## src/hw/ecc2_defs.vh

```
`ifndef ECC2_DEFS_VH
`define ECC2_DEFS_VH

// Register byte offsets
`define OFS_CTRL      12'h000
`define OFS_DIN       12'h004
`define OFS_CHK       12'h008
`define OFS_STATUS    12'h00C
`define OFS_RESULT    12'h010
`define OFS_HOLD      12'h014

// CTRL fields
`define CTRL_ENABLE   0
`define CTRL_START    1

// STATUS fields
`define ST_BUSY       0
`define ST_DONE       1
`define ST_UNCORR     2
`define ST_NOERR      3
`define ST_PASS_LO    4
`define ST_PASS_HI    5

// Reset values
`define CTRL_RESET    1'b1
`define DIN_RESET     16'h0000
`define CHK_RESET     12'h000

// Decoder byte fields
`define DEC_FLAGBYTE  7
`define DEC_CLASS     6
`define DEC_F_PCHK    0
`define DEC_F_SCHK    1
`define DEC_F_DATA    4
`define DEC_CNT_HI    5

// Largest number of injection passes
`define MAX_PASSES    2'h2

// Check matrix columns, column 15 first, column 0 last
`define PRI_COLS {6'h1F, 6'h2F, 6'h37, 6'h2C, 6'h13, 6'h0D, 6'h0B, 6'h3E, \
	6'h19, 6'h23, 6'h31, 6'h25, 6'h07, 6'h29, 6'h38, 6'h34}
`define SEC_COLS {6'h34, 6'h1F, 6'h2F, 6'h37, 6'h2C, 6'h13, 6'h0D, 6'h0B, \
	6'h3E, 6'h19, 6'h23, 6'h31, 6'h25, 6'h07, 6'h29, 6'h38}

`endif

```

## src/hw/ecc_dual_decoder.v

```verilog
`timescale 1ns/1ps
`default_nettype none
`include "ecc2_defs.vh"

module ecc_dual_decoder
(
	input  wire        pclk,
	input  wire        presetn,
	input  wire        psel,
	input  wire        penable,
	input  wire        pwrite,
	input  wire [11:0] paddr,
	input  wire [31:0] pwdata,
	output reg  [31:0] prdata,
	output wire        pready,
	output reg         pslverr,
	input  wire        mem_valid,
	input  wire [15:0] mem_data,
	input  wire [5:0]  mem_pchk,
	input  wire [5:0]  mem_schk,
	output wire [11:0] dec_addr,
	input  wire [7:0]  dec_data,
	output wire [15:0] corr_data,
	output wire        corr_done,
	output wire        corr_uncorr,
	output wire        busy
);

	localparam [2:0] S_IDLE   = 3'h0;
	localparam [2:0] S_EVAL   = 3'h1;
	localparam [2:0] S_LOOKUP = 3'h2;
	localparam [2:0] S_APPLY  = 3'h3;
	localparam [2:0] S_INJECT = 3'h4;
	localparam [2:0] S_FINISH = 3'h5;

	reg  [2:0]  state_reg;
	reg  [2:0]  state_next;
	reg  [15:0] data_reg;
	reg  [15:0] data_next;
	reg  [5:0]  pchk_reg;
	reg  [5:0]  schk_reg;
	reg  [5:0]  inj_reg;
	reg  [5:0]  inj_next;
	reg  [11:0] addr_reg;
	reg  [11:0] addr_next;
	reg  [7:0]  hold_reg;
	reg  [7:0]  hold_next;
	reg  [1:0]  pass_reg;
	reg  [1:0]  pass_next;
	reg  [15:0] result_reg;
	reg         uncorr_reg;
	reg         uncorr_next;
	reg         noerr_reg;
	reg         noerr_next;
	reg         done_reg;
	reg         finish_pulse_reg;
	reg         enable_reg;
	reg         start_reg;
	reg  [15:0] din_reg;
	reg  [5:0]  din_pchk_reg;
	reg  [5:0]  din_schk_reg;

	wire [5:0]  psyn;
	wire [5:0]  ssyn;
	wire [15:0] pcorr;
	wire        p_none;
	wire        p_data;
	wire        s_none;
	wire        s_data;
	wire        apb_wr;
	wire        apb_rd;
	wire        launch_hw;
	wire        launch_sw;

	////////////////////////////////////////////////////////////////
	// Two syndrome generators, each with its own check field
	ecc_syndrome_gen #(.COLS(`PRI_COLS)) u_primary
	(
		.data       (data_reg),
		.check      (pchk_reg),
		.inject     (inj_reg),
		.syndrome   (psyn),
		.corr_data  (pcorr),
		.no_err     (p_none),
		.check_err  (),
		.data_err   (p_data),
		.double_err ()
	);

	ecc_syndrome_gen #(.COLS(`SEC_COLS)) u_secondary
	(
		.data       (data_reg),
		.check      (schk_reg),
		.inject     (6'h00),
		.syndrome   (ssyn),
		.corr_data  (),
		.no_err     (s_none),
		.check_err  (),
		.data_err   (s_data),
		.double_err ()
	);

	////////////////////////////////////////////////////////////////
	// Correction sequencer
	assign launch_hw = mem_valid && enable_reg && (state_reg == S_IDLE);
	assign launch_sw = start_reg && (state_reg == S_IDLE) && !mem_valid;

	always @*
	begin
		state_next  = state_reg;
		data_next   = data_reg;
		inj_next    = inj_reg;
		addr_next   = addr_reg;
		hold_next   = hold_reg;
		pass_next   = pass_reg;
		uncorr_next = uncorr_reg;
		noerr_next  = noerr_reg;
		case (state_reg)
			S_IDLE:
			begin
				if (launch_hw || launch_sw)
				begin
					data_next   = launch_hw ? mem_data : din_reg;
					inj_next    = 6'h00;
					pass_next   = 2'h0;
					hold_next   = 8'h00;
					uncorr_next = 1'b0;
					noerr_next  = 1'b0;
					state_next  = S_EVAL;
				end
			end
			S_EVAL:
			begin
				if (p_none && s_none)
				begin
					noerr_next = (pass_reg == 2'h0);
					state_next = S_FINISH;
				end
				else if ((p_none && !s_data) || (s_none && !p_data))
				begin
					noerr_next = (pass_reg == 2'h0);
					state_next = S_FINISH;
				end
				else if (p_data && s_data)
				begin
					data_next  = pcorr;
					state_next = S_FINISH;
				end
				else
				begin
					addr_next  = {ssyn, psyn};
					state_next = S_LOOKUP;
				end
			end
			S_LOOKUP:
			begin
				hold_next  = dec_data;
				state_next = S_APPLY;
			end
			S_APPLY:
			begin
				if (hold_reg[`DEC_FLAGBYTE])
				begin
					if (hold_reg[`DEC_CLASS] && p_data)
						data_next = pcorr;
					else if (hold_reg[`DEC_CLASS])
						data_next = data_reg;
					else
						uncorr_next = 1'b1;
					state_next = S_FINISH;
				end
				else if (pass_reg == `MAX_PASSES)
				begin
					uncorr_next = 1'b1;
					state_next  = S_FINISH;
				end
				else
				begin
					inj_next   = hold_reg[5:0];
					pass_next  = pass_reg + 2'h1;
					state_next = S_INJECT;
				end
			end
			S_INJECT:
			begin
				inj_next = 6'h00;
				if (!p_data)
				begin
					uncorr_next = 1'b1;
					state_next  = S_FINISH;
				end
				else
				begin
					// Known error still in the word: evaluate it again
					data_next  = pcorr;
					state_next = S_EVAL;
				end
			end
			S_FINISH:
			begin
				state_next = S_IDLE;
			end
			default:
			begin
				state_next = S_IDLE;
			end
		endcase
	end

	always @(posedge pclk or negedge presetn)
	begin
		if (!presetn)
		begin
			state_reg        <= S_IDLE;
			data_reg         <= 16'h0000;
			pchk_reg         <= 6'h00;
			schk_reg         <= 6'h00;
			inj_reg          <= 6'h00;
			addr_reg         <= 12'h000;
			hold_reg         <= 8'h00;
			pass_reg         <= 2'h0;
			uncorr_reg       <= 1'b0;
			noerr_reg        <= 1'b0;
			result_reg       <= 16'h0000;
			finish_pulse_reg <= 1'b0;
		end
		else
		begin
			state_reg        <= state_next;
			data_reg         <= data_next;
			inj_reg          <= inj_next;
			addr_reg         <= addr_next;
			hold_reg         <= hold_next;
			pass_reg         <= pass_next;
			uncorr_reg       <= uncorr_next;
			noerr_reg        <= noerr_next;
			finish_pulse_reg <= (state_reg == S_FINISH);
			if (launch_hw)
			begin
				pchk_reg <= mem_pchk;
				schk_reg <= mem_schk;
			end
			else if (launch_sw)
			begin
				pchk_reg <= din_pchk_reg;
				schk_reg <= din_schk_reg;
			end
			if (state_reg == S_FINISH)
				result_reg <= data_reg;
		end
	end

	assign dec_addr    = addr_reg;
	assign corr_data   = result_reg;
	assign corr_done   = finish_pulse_reg;
	assign corr_uncorr = uncorr_reg;
	assign busy        = (state_reg != S_IDLE);

	////////////////////////////////////////////////////////////////
	// APB slave, zero wait states
	assign pready = 1'b1;
	assign apb_wr = psel && penable && pwrite;
	assign apb_rd = psel && !pwrite;

	always @(posedge pclk or negedge presetn)
	begin
		if (!presetn)
		begin
			enable_reg   <= `CTRL_RESET;
			start_reg    <= 1'b0;
			din_reg      <= `DIN_RESET;
			din_pchk_reg <= 6'h00;
			din_schk_reg <= 6'h00;
			done_reg     <= 1'b0;
		end
		else
		begin
			if (launch_sw)
				start_reg <= 1'b0;
			if (apb_wr)
			begin
				if (paddr == `OFS_CTRL)
				begin
					enable_reg <= pwdata[`CTRL_ENABLE];
					if (pwdata[`CTRL_START])
						start_reg <= 1'b1;
				end
				else if (paddr == `OFS_DIN)
					din_reg <= pwdata[15:0];
				else if (paddr == `OFS_CHK)
				begin
					din_pchk_reg <= pwdata[5:0];
					din_schk_reg <= pwdata[13:8];
				end
			end
			// Completion wins over a clear in the same cycle
			if (finish_pulse_reg)
				done_reg <= 1'b1;
			else if (apb_wr && (paddr == `OFS_STATUS) && pwdata[`ST_DONE])
				done_reg <= 1'b0;
		end
	end

	always @(posedge pclk or negedge presetn)
	begin
		if (!presetn)
		begin
			prdata  <= 32'h00000000;
			pslverr <= 1'b0;
		end
		else if (psel && !penable)
		begin
			pslverr <= 1'b0;
			prdata  <= 32'h00000000;
			if (paddr == `OFS_CTRL)
				prdata <= {30'h00000000, start_reg, enable_reg};
			else if (paddr == `OFS_DIN)
				prdata <= {16'h0000, din_reg};
			else if (paddr == `OFS_CHK)
				prdata <= {18'h00000, din_schk_reg, 2'h0, din_pchk_reg};
			else if (paddr == `OFS_STATUS)
			begin
				if (apb_rd)
					prdata <= {26'h0000000, pass_reg, noerr_reg, uncorr_reg,
						done_reg, busy};
			end
			else if (paddr == `OFS_RESULT)
				prdata <= {16'h0000, result_reg};
			else if (paddr == `OFS_HOLD)
				prdata <= {12'h000, hold_reg, addr_reg};
			else
				pslverr <= 1'b1;
		end
	end

endmodule // ecc_dual_decoder

`default_nettype wire

```

## src/hw/ecc_syndrome_gen.v

```verilog
`timescale 1ns/1ps
`default_nettype none

module ecc_syndrome_gen
#(
	parameter [95:0] COLS = 96'h0
)
(
	input  wire [15:0] data,
	input  wire [5:0]  check,
	input  wire [5:0]  inject,
	output reg  [5:0]  syndrome,
	output reg  [15:0] corr_data,
	output wire        no_err,
	output wire        check_err,
	output wire        data_err,
	output wire        double_err
);

	integer i;
	integer j;
	wire    single_one;
	wire    odd_ones;

	////////////////////////////////////////////////////////////////
	// Syndrome: XOR of columns of every set bit, check and injection
	always @*
	begin
		syndrome = check ^ inject;
		for (i = 0; i < 16; i = i + 1)
			if (data[i])
				syndrome = syndrome ^ COLS[i*6 +: 6];
	end

	////////////////////////////////////////////////////////////////
	// Classification by count of ones
	assign odd_ones   = ^syndrome;
	assign single_one = (syndrome != 6'h00) && ((syndrome & (syndrome - 6'h01)) == 6'h00);
	assign no_err     = (syndrome == 6'h00);
	assign check_err  = single_one;
	assign data_err   = odd_ones && !single_one;
	assign double_err = !odd_ones && (syndrome != 6'h00);

	////////////////////////////////////////////////////////////////
	// Invert the bit whose column matches
	always @*
	begin
		corr_data = data;
		for (j = 0; j < 16; j = j + 1)
			if (data_err && (syndrome == COLS[j*6 +: 6]))
				corr_data[j] = ~data[j];
	end

endmodule // ecc_syndrome_gen

`default_nettype wire

```

## config.mk

```make
export PLATFORM = sky130hd
export DESIGN_NAME = ecc_dual_decoder
export DESIGN_NICKNAME = d
export VERILOG_FILES = /design/src/hw/ecc_dual_decoder.v /design/src/hw/ecc_syndrome_gen.v
export VERILOG_INCLUDE_DIRS = /design/src /design/src/hw
export SDC_FILE = /design/constraint.sdc
export NUM_CORES = 1
export LEC_CHECK = 0
export BUFFER_PORTS_ARGS = -buffer_cell sky130_fd_sc_hd__buf_2
export CAP_MARGIN = 20
export CORE_MARGIN = 2
export CORE_UTILIZATION = 30
export DETAILED_ROUTE_END_ITERATION = 8
export PLACE_DENSITY = 0.5
export SLEW_MARGIN = 0
export SYNTH_ARGS = -nofsm -noshare
export SYNTH_HDL_FRONTEND = slang
export SYNTH_SLANG_ARGS = --single-unit
```

## constraint.sdc

```tcl
create_clock -name pclk -period 4.3 [get_ports pclk]
set_input_delay 0 -clock pclk [delete_from_list [all_inputs] [get_ports pclk]]
set_output_delay 0 -clock pclk [all_outputs]
set_load 0.005 [all_outputs]
```

# After elaboration in Yosys (flattened, before gate mapping)
# Index checks and enable logic that the tools add are counted.
[totals] regBits=142 latch_bits=0 ram_bits=0 romBits=0 word_cells=301 n_memories=0
[classes] n_addsub=3 mul=0 div_mod_pow=0 order_cmp=0 eq_ne=41 shift=0 mux=108 bitwise=56 reduce_logical=73
[ops] op="6-bit two-way mux" n=28
[ops] op="16-bit two-way mux" n=8
[ops] op="32-bit two-way mux" n=4
[ops] op="3-bit NOT" n=24
[ops] op="16-bit one-hot mux with 4 select lines" n=1
[ops] op="6-bit == test (second input constant)" n=10
[ops] op="20-bit two-way mux" n=2
[ops] op="5-bit NOT" n=8
[ops] op="1-bit two-way mux" n=38
[ops] op="1-bit logical AND" n=35
[ops] op="5-bit two-way mux" n=6
[ops] op="12-bit by 4-bit == test with 1-bit output (second input constant)" n=2
[ops] op="12-bit by 5-bit == test with 1-bit output (second input constant)" n=2
[ops] op="6-bit zero test" n=4
[ops] op="3-bit two-way mux" n=7
[ops] op="1-bit NOT" n=21
[ops] op="6-bit by 5-bit == test with 1-bit output (second input constant)" n=3
[ops] op="2-bit != test (second input constant)" n=9
[ops] op="6-bit one-hot mux with 3 select lines" n=1
[ops] op="4-bit two-way mux" n=4
[ops] op="8-bit one-hot mux with 2 select lines" n=1
[ops] op="4-bit AND reduction" n=4
[ops] op="3-bit one-hot mux with 5 select lines" n=1
[ops] op="6-bit AND" n=2
[ops] op="31 further kinds" n=56

# Longest topological paths before layout
# Gate-level depths: netlist (run 1).
[logic_depth] ltp_word=45 depth_mapped=17 depth_no_buf=13

# Modules after synthesis
# A second synthesis (run 1) with hierarchy kept.
[hier_totals] cells_unflattened=837 area_unflattened_um2=8494.4
[by_module_without_submodules] module="ecc_dual_decoder" n_inst=1 cells_per_inst=601 area_each_um2=6249.7
[by_module_without_submodules] module="ecc_syndrome_gen at u_primary" n_inst=1 cells_per_inst=121 area_each_um2=1167.4
[by_module_without_submodules] module="ecc_syndrome_gen at u_secondary" n_inst=1 cells_per_inst=115 area_each_um2=1077.3

# Worst setup path after synthesis (run 1)
# OpenSTA, ideal clock, no wires.
[synth_path] path_type="register to register" start="reg data_reg[13]" end="reg addr_reg[1] (netlist: dec_addr[1])" setup_ns=0.128 arrival_time_ns=3.753 t_required_ns=4.172 slack_ns=0.419 stages_incl_launch_ff=15 path_buffers=3 period_less_slack_ns=3.881 path_cell_list="dfrtp_1 -> buf_6 -> xnor3_1 -> xnor3_1 -> xnor3_1 -> inv_1 -> ha_1 -> xnor2_1 -> xor2_1 -> clkbuf_1 -> o21ai_1 -> o2bb2ai_1 -> nor2_4 -> buf_6 -> mux2_1"
[synth_between] elab_chain_len=16 elab_cells_between_ends=39 classes_between="add/sub (2); mux (6); bitwise (9); reduce/logical (22)"
[synth_lines] element="from (decl)" line="ecc_dual_decoder.v:38" source="reg [15:0] data_reg;"
[synth_lines] element="from (signal assigned)" line="ecc_dual_decoder.v:230" source="data_reg <= data_next;"
[synth_lines] element="6-bit two-way mux (*)" line="ecc_syndrome_gen.v:31" source="if (data[i])"
[synth_lines] element="5-bit NOT (no source line)"
[synth_lines] element="6-bit two-way mux (*)" line="ecc_syndrome_gen.v:31"
[synth_lines] element="5-bit NOT (no source line)"
[synth_lines] element="5-bit two-way mux (*)" line="ecc_syndrome_gen.v:31"
[synth_lines] element="named net psyn[0]" line="ecc_dual_decoder.v:63" source="wire [5:0] psyn;"
[synth_lines] element="6-bit by 1-bit subtractor with 6-bit output" line="ecc_syndrome_gen.v:38" source="assign single_one = (syndrome != 6'h00) && ((syndrome & (syndrome - 6'h01)) == 6'h00);"
[synth_lines] element="6-bit AND" line="ecc_syndrome_gen.v:38"
[synth_lines] element="6-bit zero test" line="ecc_syndrome_gen.v:38"
[synth_lines] element="1-bit logical AND" line="ecc_syndrome_gen.v:38"
[synth_lines] element="1-bit zero test" line="ecc_syndrome_gen.v:41" source="assign data_err = odd_ones && !single_one;"
[synth_lines] element="1-bit logical AND" line="ecc_syndrome_gen.v:41"
[synth_lines] element="1-bit zero test"
[synth_lines] element="1-bit logical AND" line="ecc_dual_decoder.v:139" source="else if ((p_none && !s_data) || (s_none && !p_data))"
[synth_lines] element="1-bit logical OR" line="ecc_dual_decoder.v:139"
[synth_lines] element="1-bit NOT (no source line)"
[synth_lines] element="4-bit AND reduction (no source line) (*)"
[synth_lines] element="to (signal assigned)" line="ecc_dual_decoder.v:232" source="addr_reg <= addr_next;"
[synth_lines] element="to (decl)" line="ecc_dual_decoder.v:44" source="reg [11:0] addr_reg;"
# Mark *: on every way through the listed nets, which the timed path passes. The rest lies on a longest branch.
# A chain may end at the register's enable or synchronous reset.

# Final worst setup path (run 1)
[layout_path] start="reg data_reg[13]" end="reg data_reg[6]"
[layout_between] elab_chain_len=17 elab_cells_between_ends=52 classes_between="add/sub (2); eq/ne (6); mux (14); bitwise (6); reduce/logical (24)"
[layout_lines] element="6-bit two-way mux (*)" line="ecc_syndrome_gen.v:31"
[layout_lines] element="5-bit NOT (no source line)"
[layout_lines] element="6-bit two-way mux (*)" line="ecc_syndrome_gen.v:31"
[layout_lines] element="5-bit NOT (no source line)"
[layout_lines] element="5-bit two-way mux (*)" line="ecc_syndrome_gen.v:31"
[layout_lines] element="named net psyn[0]" line="ecc_dual_decoder.v:63"
[layout_lines] element="6-bit by 1-bit subtractor with 6-bit output" line="ecc_syndrome_gen.v:38"
[layout_lines] element="6-bit AND" line="ecc_syndrome_gen.v:38"
[layout_lines] element="(+2 left out)"
[layout_lines] element="1-bit zero test" line="ecc_syndrome_gen.v:41"
[layout_lines] element="1-bit logical AND" line="ecc_syndrome_gen.v:41"
[layout_lines] element="1-bit logical AND" line="ecc_syndrome_gen.v:50" source="if (data_err && (syndrome == COLS[j*6 +: 6]))"
[layout_lines] element="1-bit two-way mux" line="ecc_syndrome_gen.v:50"
[layout_lines] element="16-bit two-way mux" line="ecc_dual_decoder.v:144" source="else if (p_data && s_data)"
[layout_lines] element="16-bit two-way mux" line="ecc_dual_decoder.v:139"
[layout_lines] element="16-bit two-way mux" line="ecc_dual_decoder.v:134" source="if (p_none && s_none)"
[layout_lines] element="16-bit one-hot mux with 4 select lines" line="ecc_dual_decoder.v:118" source="case (state_reg)"
# Mark *: on every way through the listed nets, which the timed path passes. The rest lies on a longest branch. The select of a mux whose other input is x is not followed.

==> out/metrics.cfg, run 1 <==
[status]
status = completed

[timing]
max_slew.worst_pin.slew_ps = 1070
finalHoldViolCount = 0
setup_violations = 0
slew_violations = 0
min_period_over_period = 0.950
fmax_mhz = 245
rsz0062_at_grt = no
skew_ps = 10.2
max_slew_margin = 0.282
fin_crit_ps = 4090
fin_setup_tns_ps = 0

[synth]
synthTopCellsByCount = dfrtp_1, nand2_1, o21ai_0
yosysMostFrequentCell = dfrtp_1
synthFlopType = dfrtp_1
synthDistinctLibCells = 70
synth-edff-count = 0
yosysWarnings = 0
synth_area_leaders = dfrtp_1, mux2_2, nand2_1
synth_area_sq_um = 7860
post_synth.cell_area_avg_sq_um = 10.1
yosysSeqAreaShare = 0.414
syn_inst = 776
synth_top_cell_area_share = 0.411
async_flop_share = 1.00
ys_seq_elements = 130
yosysTopAreaCell = dfrtp_1

[global_routing]
grt_pass1_wl_microns = 38800
grt_pass1_vias = 6349
grt_usage = 0.184
grt_max_degree = 91
antenna_found_initial = 0
grt_overflow_total = 0

[floorplan]
io_pins = 151
start_util = 0.303
die_width_microns = 166
fp.coreArea_sq_um = 25900
fp.dieH_microns = 166
rows = 59
dieArea_sq_um = 27500

[worst_setup_path]
rr_startpoint = data_reg[13]
startpoint_type = flip-flop
cp-end-kind = flip-flop
startpoint = data_reg[13]
crit_path_top_delay_cell = xnor3_1
critPathRequiredTime_ps = 4600
path_max_fanout = 6
crit_arrival_ps = 4380
crit_top_cell = xnor3_1
critPathKind = flip-flop to flip-flop
path_cells = xnor3_1 -> xnor3_1 -> xnor3_1 -> inv_1 -> ha_1 -> xnor2_1 -> xor2_1 -> buf_4 -> o211ai_1 -> buf_4 -> o41ai_1 -> a21oi_2
max_stage_delay_ps = 510

[clock_network]
cts_tree = done
numCtsBuffers = 17
clk_path_buf_depth = 2
cts_setup_buffers = 0
clock-sinks = 130
clk_pin_slew_worst_paths_ps = 60
cts_root_buffer = clkbuf_16
h-tree-depth = 4
clk_latency_ps = 430

[routing]
ant_nets = 0
num_vias = 6405
drt-pass1-iter-count = 5
vias_per_cell = 5.01
drt_iter0_drc = 501
wl_per_cell_microns = 20.0
drcViolationCount = 0
finalWirelength_microns = 25600

[hold_path]
min_from = paddr[10]
hold_class = input port to flip-flop

[placement]
finalWeightedCongestion = 0.836
numPortBuffers = 121
dp_hpwl_microns = 19200

[finish]
final_nets = 1036
area_delta_synth_final_pct = 25.4
nFillCells = 2596
utilization = 0.381
largest-register = prdata
diodes = 0
drive_gt1_frac = 0.282
largest_reg_flops = 20

[run]
cap_violations = 0

kinds of logic (layout without fill, tap and decap cells):
kind of cell,count (synthesis),in the layout,synth area share
xor+xnor,69,69,0.104
simple gates,192,193,0.112
buf+inv,93,248,0.0578
flops,130,130,0.414
mux,94,94,0.130
other cells,2,13,0.000955
compound gates,176,176,0.149
fa+ha+maj,20,20,0.0318
placed cells by master (no fill, tap or decap), types with 23 or more instances in the layout:
cell,n
mux2i_1,34
buf_2,120
buf_4,34
dlygate4sd3_1,38
nand2_1,106
inv_1,23
dfrtp_1,128
o21ai_0,59
mux2_2,49
xnor2_1,39
layout make-up:
class	count	area (sq um)	share of cell area
multi-input combinational	565	4240	0.430
clock buffer	17	425	0.0431
clock inverter	15	191	0.0194
inverter	23	86.3	0.00875
tap	335	419	0.0425
sequential	130	3260	0.330
timing repair buffer	193	1250	0.126
layer usage:
metal  share of wire  track usage
met5               0            0
met4           0.014       0.0541
met3           0.044       0.0334
met2            0.45        0.276
met1            0.50        0.271
metrics by stage:
stage                     setup slack, ps  hold slack (ps)  instance area, sq um  instances
final                                 213             48.5                  9860       1278
after global placement                193              156                  8840       1207
after floorplan                       419             -296                  7910        787
after global routing                 13.3             67.5                  9860       1278
after CTS                             152             38.5                  9840       1277
after detailed placement              181              156                  8840       1207
worst paths after layout:
check,to,slack (ps),depth (start not counted)
min in group asynchronous,dec_addr[8],260,2
max reg2reg,data_reg[6],210,12
max,data_reg[6],210,12
min,pslverr,50,5
min reg2reg,prdata[1],470,2
max in group asynchronous,enable_reg,2950,3
worst max-delay path: cells and delay by family (launching register included):
family | cells | cell delay [ps]
compound gates | 3 | 790
xor+xnor | 5 | 1810
fa+ha+maj | 1 | 320
buf+inv | 3 | 570
flops | 1 | 450
timing repair:
| item | in CTS | in global routing |
|---|---|---|
| hold buffers | 38 | 0 |
| endpoints found under the hold margin | 145 | 0 |
| endpoints found under the setup margin | 0 | 12 |
| gates resized for setup | 0 | 4 |
Power of run 1 is not shown: default switching activity piles up to over one toggle a cycle in this logic, so the estimate is an artifact.
==> run 2, diff against run 1 <==
CTS_BUF_LIST = sky130_fd_sc_hd__clkbuf_16   (was default)
HOLD_SLACK_MARGIN = 0.12   (was default)
PLACE_DENSITY = 0.46   (was 0.5)
==> out/metrics.cfg, run 2 (synthesis results as in run 1) <==
[worst_setup_path]
rrSetupSlack_ps = 250
startpoint_type = flip-flop
reg2regPathDepth = 14
critPathKind = flip-flop to flip-flop
path_max_fanout = 8
cp-end-kind = flip-flop
critPathRequiredTime_ps = 4610
crit_arrival_ps = 4370

[global_routing]
grt_pass1_wl_microns = 39500
grt_usage = 0.189
grt_max_degree = 102
grt_pass1_vias = 6460
antenna_found_initial = 0
grt_overflow_total = 0

[placement]
finalWeightedCongestion = 0.859
dp_hpwl_microns = 19800
numPortBuffers = 121

[clock_network]
numCtsBuffers = 17
clk_latency_ps = 430
cts_tree = done
clk_pin_slew_worst_paths_ps = 70
h-tree-depth = 4
cts_root_buffer = clkbuf_16
clk_path_buf_depth = 2
clock-sinks = 130

[floorplan]
rows = 59
dieArea_sq_um = 27500
fp.coreArea_sq_um = 25900
start_util = 0.303
fp.dieH_microns = 166
die_width_microns = 166
io_pins = 151

[run]
cap_violations = 0

[status]
status = completed

[hold_path]
hold_class = input port to flip-flop
hold_depth = 5

[finish]
drive_gt1_frac = 0.275
area_delta_synth_final_pct = 27.9
final_common_cell = dfrtp_1
mostFrequentLayoutCells = dfrtp_1, buf_2, nand2_1
diodes = 0
largest-register = prdata
final_nets = 1055
largest_reg_flops = 20

[timing]
skew_ps = 12.8
max_slew_margin = 0.312
setup_violations = 0
finalHoldViolCount = 0
fin_crit_ps = 4050
fin_worst_hold_slack_ps = 136
fin_setup_tns_ps = 0
slew_violations = 0
min_period_over_period = 0.943
max_slew.worst_pin.slew_ps = 1030
fmax_mhz = 247
rsz0062_at_grt = no

[routing]
ant_nets = 0
num_vias = 6470
drt_iter0_drc = 555
vias_per_cell = 4.99
finalWirelength_microns = 26200
drt-pass1-iter-count = 7
drcViolationCount = 0
wl_per_cell_microns = 20.2

[run 2: changes by cell type in the layout (fill, tap and decap cells not counted), moves of 2 or more]
cell / delta
buf_4: +2
inv_6: -3
clkinvlp_4: -2
dlygate4sd3_1: +18
inv_8: +4
[run 2: area by class of cell]
class	instances	area, sq um
clock inverter	15	215
inverter	23	86.3
clock buffer	17	425
sequential	130	3260
fill	2572	15900
tap	335	419
timing repair buffer	213	1440
multi-input combinational	564	4210
[run 2: worst paths after layout]
path / startpoint / to
max in group asynchronous: presetn / data_reg[14]
max reg2reg: data_reg[14] / dec_addr[2]
max: data_reg[14] / dec_addr[2]
min: mem_valid / pchk_reg[0]
min in group asynchronous: presetn / data_reg[9]
min reg2reg: corr_done / done_reg
[run 2: routing by layer]
metal / share of wire / vias up / wire [microns] / global-route usage
met5: 0 / - / 0 / 0
met4: 0.015 / 0 / 397 / 0.0499
met3: 0.038 / 20 / 1000 / 0.0310
met2: 0.46 / 182 / 12000 / 0.299
met1: 0.49 / 3195 / 12800 / 0.269
li1: - / 3073 / - / -
[run 2: per-stage QoR]
step / std cells / instance area, sq um / utilization / setup WS, ps
finish: 1297 / 10100 / 0.388 / 246
global route: 1297 / 10100 / 0.388 / 21.1
CTS: 1297 / 10100 / 0.388 / 155
detailed placement: 1209 / 8860 / 0.342 / 194
global placement: 1209 / 8860 / 0.342 / 267
floorplan: 787 / 7910 / - / 419
[run 2: repair_timing]
action / 4_1_cts / 5_1_grt
hold endpoints to repair: 165 / 0
endpoints found under the setup margin: 0 / 14
hold buffers: 56 / 0
setup buffers: 0 / 0
gates resized for setup: 0 / 1
[run 2: critical path, stage by stage, from the launching register on]
cell and delay (ps):
dfrtp_2 500, xor3_1 430, xnor2_1 290, xnor2_1 130
xnor2_1 370, inv_1 80, ha_1 230, and3_1 230
a211o_1 270, a211oi_1 230, a21oi_1 200, a31o_1 320
nor2_4 120, buf_4 180, mux2_2 350
Power of run 2 is left out for the same reason.
